**src/twg_pkg.sv**
```systemverilog
// Purpose: Shared constants for the two-wire register write guard
// Assumes: Processor clock select is a 3-bit code, 24 MHz down to 93 K
// Notes: Matrix row is the status/control write setting, column the config write setting
package twg_pkg;

  // ---------------------------------------------------------------
  // Processor clock select codes
  // ---------------------------------------------------------------
  localparam logic [2:0] FREQ_24M = 3'h0;
  localparam logic [2:0] FREQ_12M = 3'h1;
  localparam logic [2:0] FREQ_6M = 3'h2;
  localparam logic [2:0] FREQ_3M = 3'h3;
  localparam logic [2:0] FREQ_1M5 = 3'h4;
  localparam logic [2:0] FREQ_375K = 3'h5;
  localparam logic [2:0] FREQ_180K = 3'h6;
  localparam logic [2:0] FREQ_93K = 3'h7;

  // ---------------------------------------------------------------
  // Allowed combinations: bit c of row r set when config at c and
  // status/control at r is recommended
  // ---------------------------------------------------------------
  localparam logic [7:0] ROW_24M = 8'h00;
  localparam logic [7:0] ROW_12M = 8'h3c;
  localparam logic [7:0] ROW_6M = 8'h26;
  localparam logic [7:0] ROW_SLOW = 8'hfa;

  // Config write alone is recommended at some status/control setting
  localparam logic [7:0] CFG_ANY_OK = 8'hfe;

  // Reset value of the recorded config-write setting
  localparam logic [2:0] CFG_FREQ_RESET = 3'h0;

  // Register targets of a write
  typedef enum logic [1:0] {
    TWG_TGT_CFG = 2'h0,
    TWG_TGT_SLAVE_SC = 2'h1,
    TWG_TGT_MASTER_SC = 2'h3
  } twg_target_type;

endpackage

```
**src/twg_write_guard.sv**
```systemverilog
// Purpose: Qualifies writes to the two-wire config and status/control registers
// Assumes: Write strobes are synchronous one-cycle pulses in the processor clock domain
// Notes: Flagged writes are still forwarded; software owns recovery
`timescale 1ns/1ns
module twg_write_guard (
  // Clock and reset
  input wire logic clk,
  input wire logic reset,
  input wire logic clk_en,
  // Processor clock setting
  input wire logic [2:0] cpu_freq_sel,
  // Protected register write strobes
  input wire logic cfg_write,
  input wire logic slave_sc_write,
  input wire logic master_sc_write,
  // Qualified results
  output logic write_accepted,
  output logic false_write,
  output logic [1:0] false_target,
  output logic [2:0] cfg_freq_recorded
);

  // ---------------------------------------------------------------
  // Matrix lookup
  // ---------------------------------------------------------------
  logic [2:0] cfg_freq_q;
  logic [2:0] cfg_freq_d;
  logic [7:0] sc_row;
  logic sc_write;
  logic any_write;
  logic cfg_ok;
  logic sc_ok;
  logic bad_write;
  logic [1:0] target;
  logic accepted_q;
  logic false_q;
  logic [1:0] target_q;

  assign sc_row = (cpu_freq_sel == twg_pkg::FREQ_24M) ? twg_pkg::ROW_24M :
                  (cpu_freq_sel == twg_pkg::FREQ_12M) ? twg_pkg::ROW_12M :
                  (cpu_freq_sel == twg_pkg::FREQ_6M) ? twg_pkg::ROW_6M :
                  twg_pkg::ROW_SLOW;

  assign sc_write = slave_sc_write | master_sc_write;
  assign any_write = cfg_write | sc_write;
  assign sc_ok = sc_row[cfg_freq_q];
  // A config write is judged alone: no cell allows it at 24 MHz
  assign cfg_ok = twg_pkg::CFG_ANY_OK[cpu_freq_sel];
  assign bad_write = (cfg_write & ~cfg_ok) | (sc_write & ~sc_ok);
  assign target = cfg_write ? twg_pkg::TWG_TGT_CFG :
                  master_sc_write ? twg_pkg::TWG_TGT_MASTER_SC :
                  twg_pkg::TWG_TGT_SLAVE_SC;

  assign cfg_freq_d = cfg_write ? cpu_freq_sel : cfg_freq_q;

  // ---------------------------------------------------------------
  // State
  // ---------------------------------------------------------------
  always_ff @(posedge clk) begin
    if (reset) begin
      cfg_freq_q <= twg_pkg::CFG_FREQ_RESET;
      accepted_q <= 1'b0;
      false_q <= 1'b0;
      target_q <= 2'h0;
    end else if (clk_en) begin
      cfg_freq_q <= cfg_freq_d;
      accepted_q <= any_write & ~bad_write;
      false_q <= any_write & bad_write;
      target_q <= any_write ? target : target_q;
    end
  end

  // ---------------------------------------------------------------
  // Outputs
  // ---------------------------------------------------------------
  assign write_accepted = accepted_q;
  assign false_write = false_q;
  assign false_target = target_q;
  assign cfg_freq_recorded = cfg_freq_q;

  // ---------------------------------------------------------------
  // Checks
  // ---------------------------------------------------------------
  sc_24m_never_a: assert property (@(posedge clk) disable iff (reset)
    (clk_en && sc_write && !cfg_write && cpu_freq_sel == 3'h0) |=> false_write)
    else $error("status/control write at 24 MHz not flagged");

  sc_12m_matrix_a: assert property (@(posedge clk) disable iff (reset)
    (clk_en && sc_write && !cfg_write && cpu_freq_sel == 3'h1)
      |=> (false_write == !($past(cfg_freq_q) inside {3'h2, 3'h3, 3'h4, 3'h5})))
    else $error("12 MHz status/control check wrong");

  sc_6m_matrix_a: assert property (@(posedge clk) disable iff (reset)
    (clk_en && sc_write && !cfg_write && cpu_freq_sel == 3'h2)
      |=> (false_write == !($past(cfg_freq_q) inside {3'h1, 3'h2, 3'h5})))
    else $error("6 MHz status/control check wrong");

  sc_slow_matrix_a: assert property (@(posedge clk) disable iff (reset)
    (clk_en && sc_write && !cfg_write && cpu_freq_sel >= 3'h3)
      |=> (false_write == ($past(cfg_freq_q) inside {3'h0, 3'h2})))
    else $error("slow status/control check wrong");

  cfg_record_a: assert property (@(posedge clk) disable iff (reset)
    (clk_en && cfg_write) |=> (cfg_freq_recorded == $past(cpu_freq_sel)))
    else $error("config write setting not recorded");

  cfg_hold_a: assert property (@(posedge clk) disable iff (reset)
    (!cfg_write || !clk_en) |=> $stable(cfg_freq_recorded))
    else $error("recorded setting changed without config write");

  flag_exclusive_a: assert property (@(posedge clk) disable iff (reset)
    !(false_write && write_accepted))
    else $error("write both accepted and flagged");

  write_outcome_a: assert property (@(posedge clk) disable iff (reset)
    (clk_en && (cfg_write || slave_sc_write || master_sc_write))
      |=> (false_write || write_accepted))
    else $error("protected write produced no outcome");

  cfg_24m_false_a: assert property (@(posedge clk) disable iff (reset)
    (clk_en && cfg_write && cpu_freq_sel == 3'h0) |=> (false_write && false_target == 2'h0))
    else $error("config write at 24 MHz not flagged");

  // ---------------------------------------------------------------
  // Checks: reset, clock enable, idle and single writes
  // ---------------------------------------------------------------
  // A low enable keeps the last outcome standing; consumers gate it with clk_en
  reset_clear_a: assert property (@(posedge clk)
    $fell(reset) |-> (cfg_freq_recorded == 3'h0 && false_target == 2'h0
      && !false_write && !write_accepted))
    else $error("outputs not cleared by reset");

  write_frozen_a: assert property (@(posedge clk) disable iff (reset)
    !clk_en
      |=> ($stable(false_write) && $stable(write_accepted) && $stable(false_target)))
    else $error("outcome changed while enable low");

  idle_quiet_a: assert property (@(posedge clk) disable iff (reset)
    (clk_en && !cfg_write && !slave_sc_write && !master_sc_write)
      |=> (!false_write && !write_accepted))
    else $error("outcome without a write");

  cfg_alone_ok_a: assert property (@(posedge clk) disable iff (reset)
    (clk_en && cfg_write && !sc_write && cpu_freq_sel != 3'h0)
      |=> (write_accepted && false_target == 2'h0))
    else $error("config write at a usable setting not accepted");

  cfg_24m_reject_a: assert property (@(posedge clk) disable iff (reset)
    (clk_en && cfg_write && cpu_freq_sel == 3'h0)
      |=> !write_accepted)
    else $error("config write at 24 MHz accepted");

  accepted_24m_never_a: assert property (@(posedge clk) disable iff (reset)
    (write_accepted && $past(clk_en))
      |-> ($past(cpu_freq_sel) != 3'h0))
    else $error("write accepted at 24 MHz");

  sc_no_record_a: assert property (@(posedge clk) disable iff (reset)
    (clk_en && sc_write && !cfg_write)
      |=> $stable(cfg_freq_recorded))
    else $error("status/control write changed the record");

  // ---------------------------------------------------------------
  // Checks: combined writes
  // ---------------------------------------------------------------
  // Both strobes in one cycle: the config part is judged alone and the
  // status/control part against the record from before this write
  sc_24m_reject_a: assert property (@(posedge clk) disable iff (reset)
    (clk_en && sc_write && cpu_freq_sel == 3'h0)
      |=> (false_write && !write_accepted))
    else $error("status/control write at 24 MHz accepted");

  both_12m_old_a: assert property (@(posedge clk) disable iff (reset)
    (clk_en && sc_write && cfg_write && cpu_freq_sel == 3'h1)
      |=> (false_write == !($past(cfg_freq_q) inside {3'h2, 3'h3, 3'h4, 3'h5})))
    else $error("12 MHz combined write misjudged");

  both_6m_old_a: assert property (@(posedge clk) disable iff (reset)
    (clk_en && sc_write && cfg_write && cpu_freq_sel == 3'h2)
      |=> (false_write == !($past(cfg_freq_q) inside {3'h1, 3'h2, 3'h5})))
    else $error("6 MHz combined write misjudged");

  both_slow_old_a: assert property (@(posedge clk) disable iff (reset)
    (clk_en && sc_write && cfg_write && cpu_freq_sel >= 3'h3)
      |=> (false_write == ($past(cfg_freq_q) inside {3'h0, 3'h2})))
    else $error("slow combined write misjudged");

  // ---------------------------------------------------------------
  // Checks: target
  // ---------------------------------------------------------------
  // Config wins the target when strobes coincide; slave and master together
  // are never strobed, and master would win their shared target
  tgt_cfg_a: assert property (@(posedge clk) disable iff (reset)
    (clk_en && cfg_write && sc_write)
      |=> (false_target == 2'h0))
    else $error("config target not shown");

  tgt_master_a: assert property (@(posedge clk) disable iff (reset)
    (clk_en && master_sc_write && !cfg_write)
      |=> (false_target == 2'h3))
    else $error("master target not shown");

  tgt_slave_a: assert property (@(posedge clk) disable iff (reset)
    (clk_en && slave_sc_write && !master_sc_write && !cfg_write)
      |=> (false_target == 2'h1))
    else $error("slave target not shown");

  tgt_hold_a: assert property (@(posedge clk) disable iff (reset)
    (clk_en && !cfg_write && !slave_sc_write && !master_sc_write)
      |=> $stable(false_target))
    else $error("target changed without a write");

endmodule

```
**config.mk**
```make
export PLATFORM = sky130hd
export DESIGN_NAME = twg_write_guard
export DESIGN_NICKNAME = d
export VERILOG_FILES = /design/src/twg_pkg.sv /design/src/twg_write_guard.sv
export SDC_FILE = /design/constraint.sdc
export NUM_CORES = 1
export LEC_CHECK = 0
export BUFFER_PORTS_ARGS = -buffer_cell sky130_fd_sc_hd__buf_2
export CAP_MARGIN = 5
export CORE_AREA = 3 3 40 42
export CTS_CLUSTER_DIAMETER = 50
export DETAILED_ROUTE_END_ITERATION = 8
export DIE_AREA = 0 0 43 45
export GPL_ROUTABILITY_DRIVEN = 0
export PLACE_DENSITY = 0.46
export SLEW_MARGIN = 20
export SYNTH_ARGS = -nofsm -noshare
export SYNTH_HDL_FRONTEND = slang
export SYNTH_SLANG_ARGS = --single-unit
export TNS_END_PERCENT = 5
```
**constraint.sdc**
```tcl
create_clock -name clk -period 1.1 [get_ports clk]
set_input_delay 0.11 -clock clk [delete_from_list [all_inputs] [get_ports clk]]
set_output_delay 0.11 -clock clk [all_outputs]
set_load 0.01 [all_outputs]
```
==> qor.csv <==
stage,metric,value,unit
status,status,completed,
cts,root_buffer,clkbuf_4,
synthesis,synth_compound_area_share,27.3,%
synthesis,syn-num-nets,52,
setup_path,critPathCaptureType,flop,
timing,hold_viol,0,
synthesis,synth-seq-cells,7,
die,ios,16,
cts,cts.path.max_buffers,2,
placement,hpwlAfterDp,664,um
grt,grt_pass1_wl,1390,um
power_and_ir_drop,p_int,466,uW
routing,post_drt_wl_per_cell,10.9,um
timing,setup_tns,0,ps
grt,grt_max_degree,11,
cells_and_area,drive_gt1_share,41.5,%
timing,period_share,98.9,%
cells_and_area,final_common_cell,buf_2,
cells_and_area,final_cell_mix,"buf_2 (15), dfxtp_1 (6), buf_4 (6)",
die,placementRows,13,
setup_path,cp.arrival,1210,ps
cells_and_area,multi_input_area,181,um^2
timing,slew_viol_final,0,
cells_and_area,antenna_cells,0,
power_and_ir_drop,p_sw_share,26.3,%
cts,insertion_delay,250,ps
synthesis,yosys.area_share.simple,21.1,%
worst_hold_path,hold_class,in -> reg,
routing,firstDrtPassIters,4,
setup_path,cp-start-kind,flop,
cts,tritoncts,built,
timing,max_freq,920,MHz
grt,grt_pass1_vias,351,
setup_path,path_class,reg -> reg,
power_and_ir_drop,power.density,1280,mW/mm^2
routing,via_per_inst,4.99,
routing,wirelength,875,um
placement,dpl_cell_area,455,um^2
synthesis,yosysWarnings,0,
die,core,0.00128,mm^2
cells_and_area,postLayoutCoreUtil,38.6,%
synthesis,synthCells,43,
timing,fin_ws,12.6,ps
power_and_ir_drop,seqPwrFrac,43.9,%
cts,cts_htree_levels,1,
routing,route.detailed.drc,0,
cells_and_area,syn_to_final_growth,44.0,%
timing,rsz0062_at_grt,true,
cells_and_area,final-seq-area,141,um^2
placement,place_ws,1.24,ps
grt,grtUsageTotal,10.0,%
power_and_ir_drop,pwr-share-clk,36.7,%
die,die_h,45,um
synthesis,ys_seq_area_share,40.7,%
routing,ant_nets,0,
placement,place.port_buffers,15,
cts,clock-sinks,7,
cells_and_area,nNetsFinal,75,
run,cap_violations,0,
power_and_ir_drop,power_switching,166,uW
synthesis,synthXorXnorAreaFrac,0,%
cts,clkTransAtPathRegs,50,ps
synthesis,syn-mean-instance-area,8.00,um^2
timing,finClkSkew,3.17,ps
synthesis,synth_area,344,um^2
grt,gr-total-overflow,0,
timing,setup_viol,0,
cts,cts_buffers,3,
power_and_ir_drop,p_comb_share,19.4,%
cells_and_area,stdcell_area,495,um^2
routing,vias,399,
cts,cts-hold-fix-buffers,0,
setup_path,cp.required,1220,ps
synthesis,synth_top_family_by_area,compound AO/OA/AOI/OAI gates,
synthesis,synth_fa_ha_area_share,0,%
die,start_util,26.8,%
timing,worst_slew_pin_slew,426,ps
timing,slew_headroom,71.2,%
cells_and_area,finalNonFillerCells,80,
synthesis,yosys.cell_types.count,24,
grt,antenna_found_initial,0,
power_and_ir_drop,ir_drop,0.629,mV
placement,place_inst,75,
timing,min_period,1090,ps
power_and_ir_drop,leakagePower,0.000227,uW
die,die_area,0.00194,mm^2
synthesis,synth.area.mux_share,2.91,%
setup_path,crit_fanout,4,
routing,first_iter_violations,6,
die,die_w,43,um
cells_and_area,fill_cells,152,
setup_path,reg2reg_slack,10,ps
## cells in the mapped netlist
library cell  n  area (um^2)
dfxtp_1       7          140
a21oi_1       5         25.0
nor2_1        5         18.8
nand2_1       4         15.0
nand3_1       3         15.0
a211oi_1      1         7.51
a22oi_1       1         7.51
a31oi_1       1         6.26
a32oi_1       1         8.76
buf_1         1         3.75
buf_2         1         5.00
buf_6         1         11.3
inv_1         1         3.75
inv_2         1         3.75
mux2i_1       1         10.0
nand2b_1      1         6.26
nor3_1        1         5.00
o21a_1        1         7.51
o21ai_1       1         5.00
o221ai_1      1         8.76
o32ai_1       1         8.76
o41ai_1       1         8.76
or2_1         1         6.26
or3_1         1         6.26
## repair_timing
item,CTS,global route
endpoints found under the setup margin,1,2
buffers inserted,1,0
pin swaps,3,3
gates resized for setup,1,1
endpoints found under the hold margin,0,0
## area by class of cell
type                    count  area share, %
repair buffers             21           24.2
multi-input cells          31           36.6
clock buffers               4           5.30
well taps                  15           3.79
flip-flops and latches      7           28.5
inverters                   2           1.52
## state kept, by name, indices dropped and copies added, names as in the netlist
| register | count |
|---|---|
| cfg_freq_recorded | 3 |
| write_accepted | 1 |
| false_write | 1 |
| false_target | 2 |
## layer usage
metal / vias to the layer above / part of all wire [%] / GRT usage (%) / routed length [um]
met2: 16 / 42 / 13.5 / 371
met3: 4 / 8.9 / 3.59 / 78
met4: 0 / 2.9 / 9.04 / 25
li1: 200 / - / - / -
met5: - / 0 / 0 / 0
met1: 179 / 46 / 12.3 / 399
## kinds of logic (layout without fill, tap and decap cells)
logic type,count (synthesis),count (layout)
AO/OA/AOI/OAI,14,14
buffers and inverters,5,27
flip-flops,7,7
multiplexers,1,1
AND/OR/NAND/NOR,16,16
## critical path, stage by stage, from the launching register on
cell and delay, ps:
dfxtp_2 330, a22oi_2 140, o221ai_1 130, a31oi_1 240
o32ai_1 110
## path summary, 6_finish.rpt
check | start | endpoint | depth (start not counted)
setup / recovery | cfg_freq_recorded[0] | write_accepted | 4
hold reg to reg | write_accepted | write_accepted | 2
setup reg to reg | cfg_freq_recorded[0] | write_accepted | 4
hold / removal | reset | cfg_freq_recorded[0] | 2
## power by group through the flow
stage / sequential (uW) / combinational, uW / clock [uW]
floorplan: 291 / 56.9 / 0
global placement: 282 / 120 / 0
detailed placement: 282 / 118 / 0
CTS: 277 / 122 / 244
global route: 280 / 136 / 257
finish: 278 / 122 / 232
## stage by stage
step / power, uW / hold WS (ps)
after floorplan: 347 / 258
after global placement: 402 / 387
after detailed placement: 401 / 386
after CTS: 643 / 105
after global routing: 673 / 112
final: 632 / 111
Power figures use the tool's default switching activity.
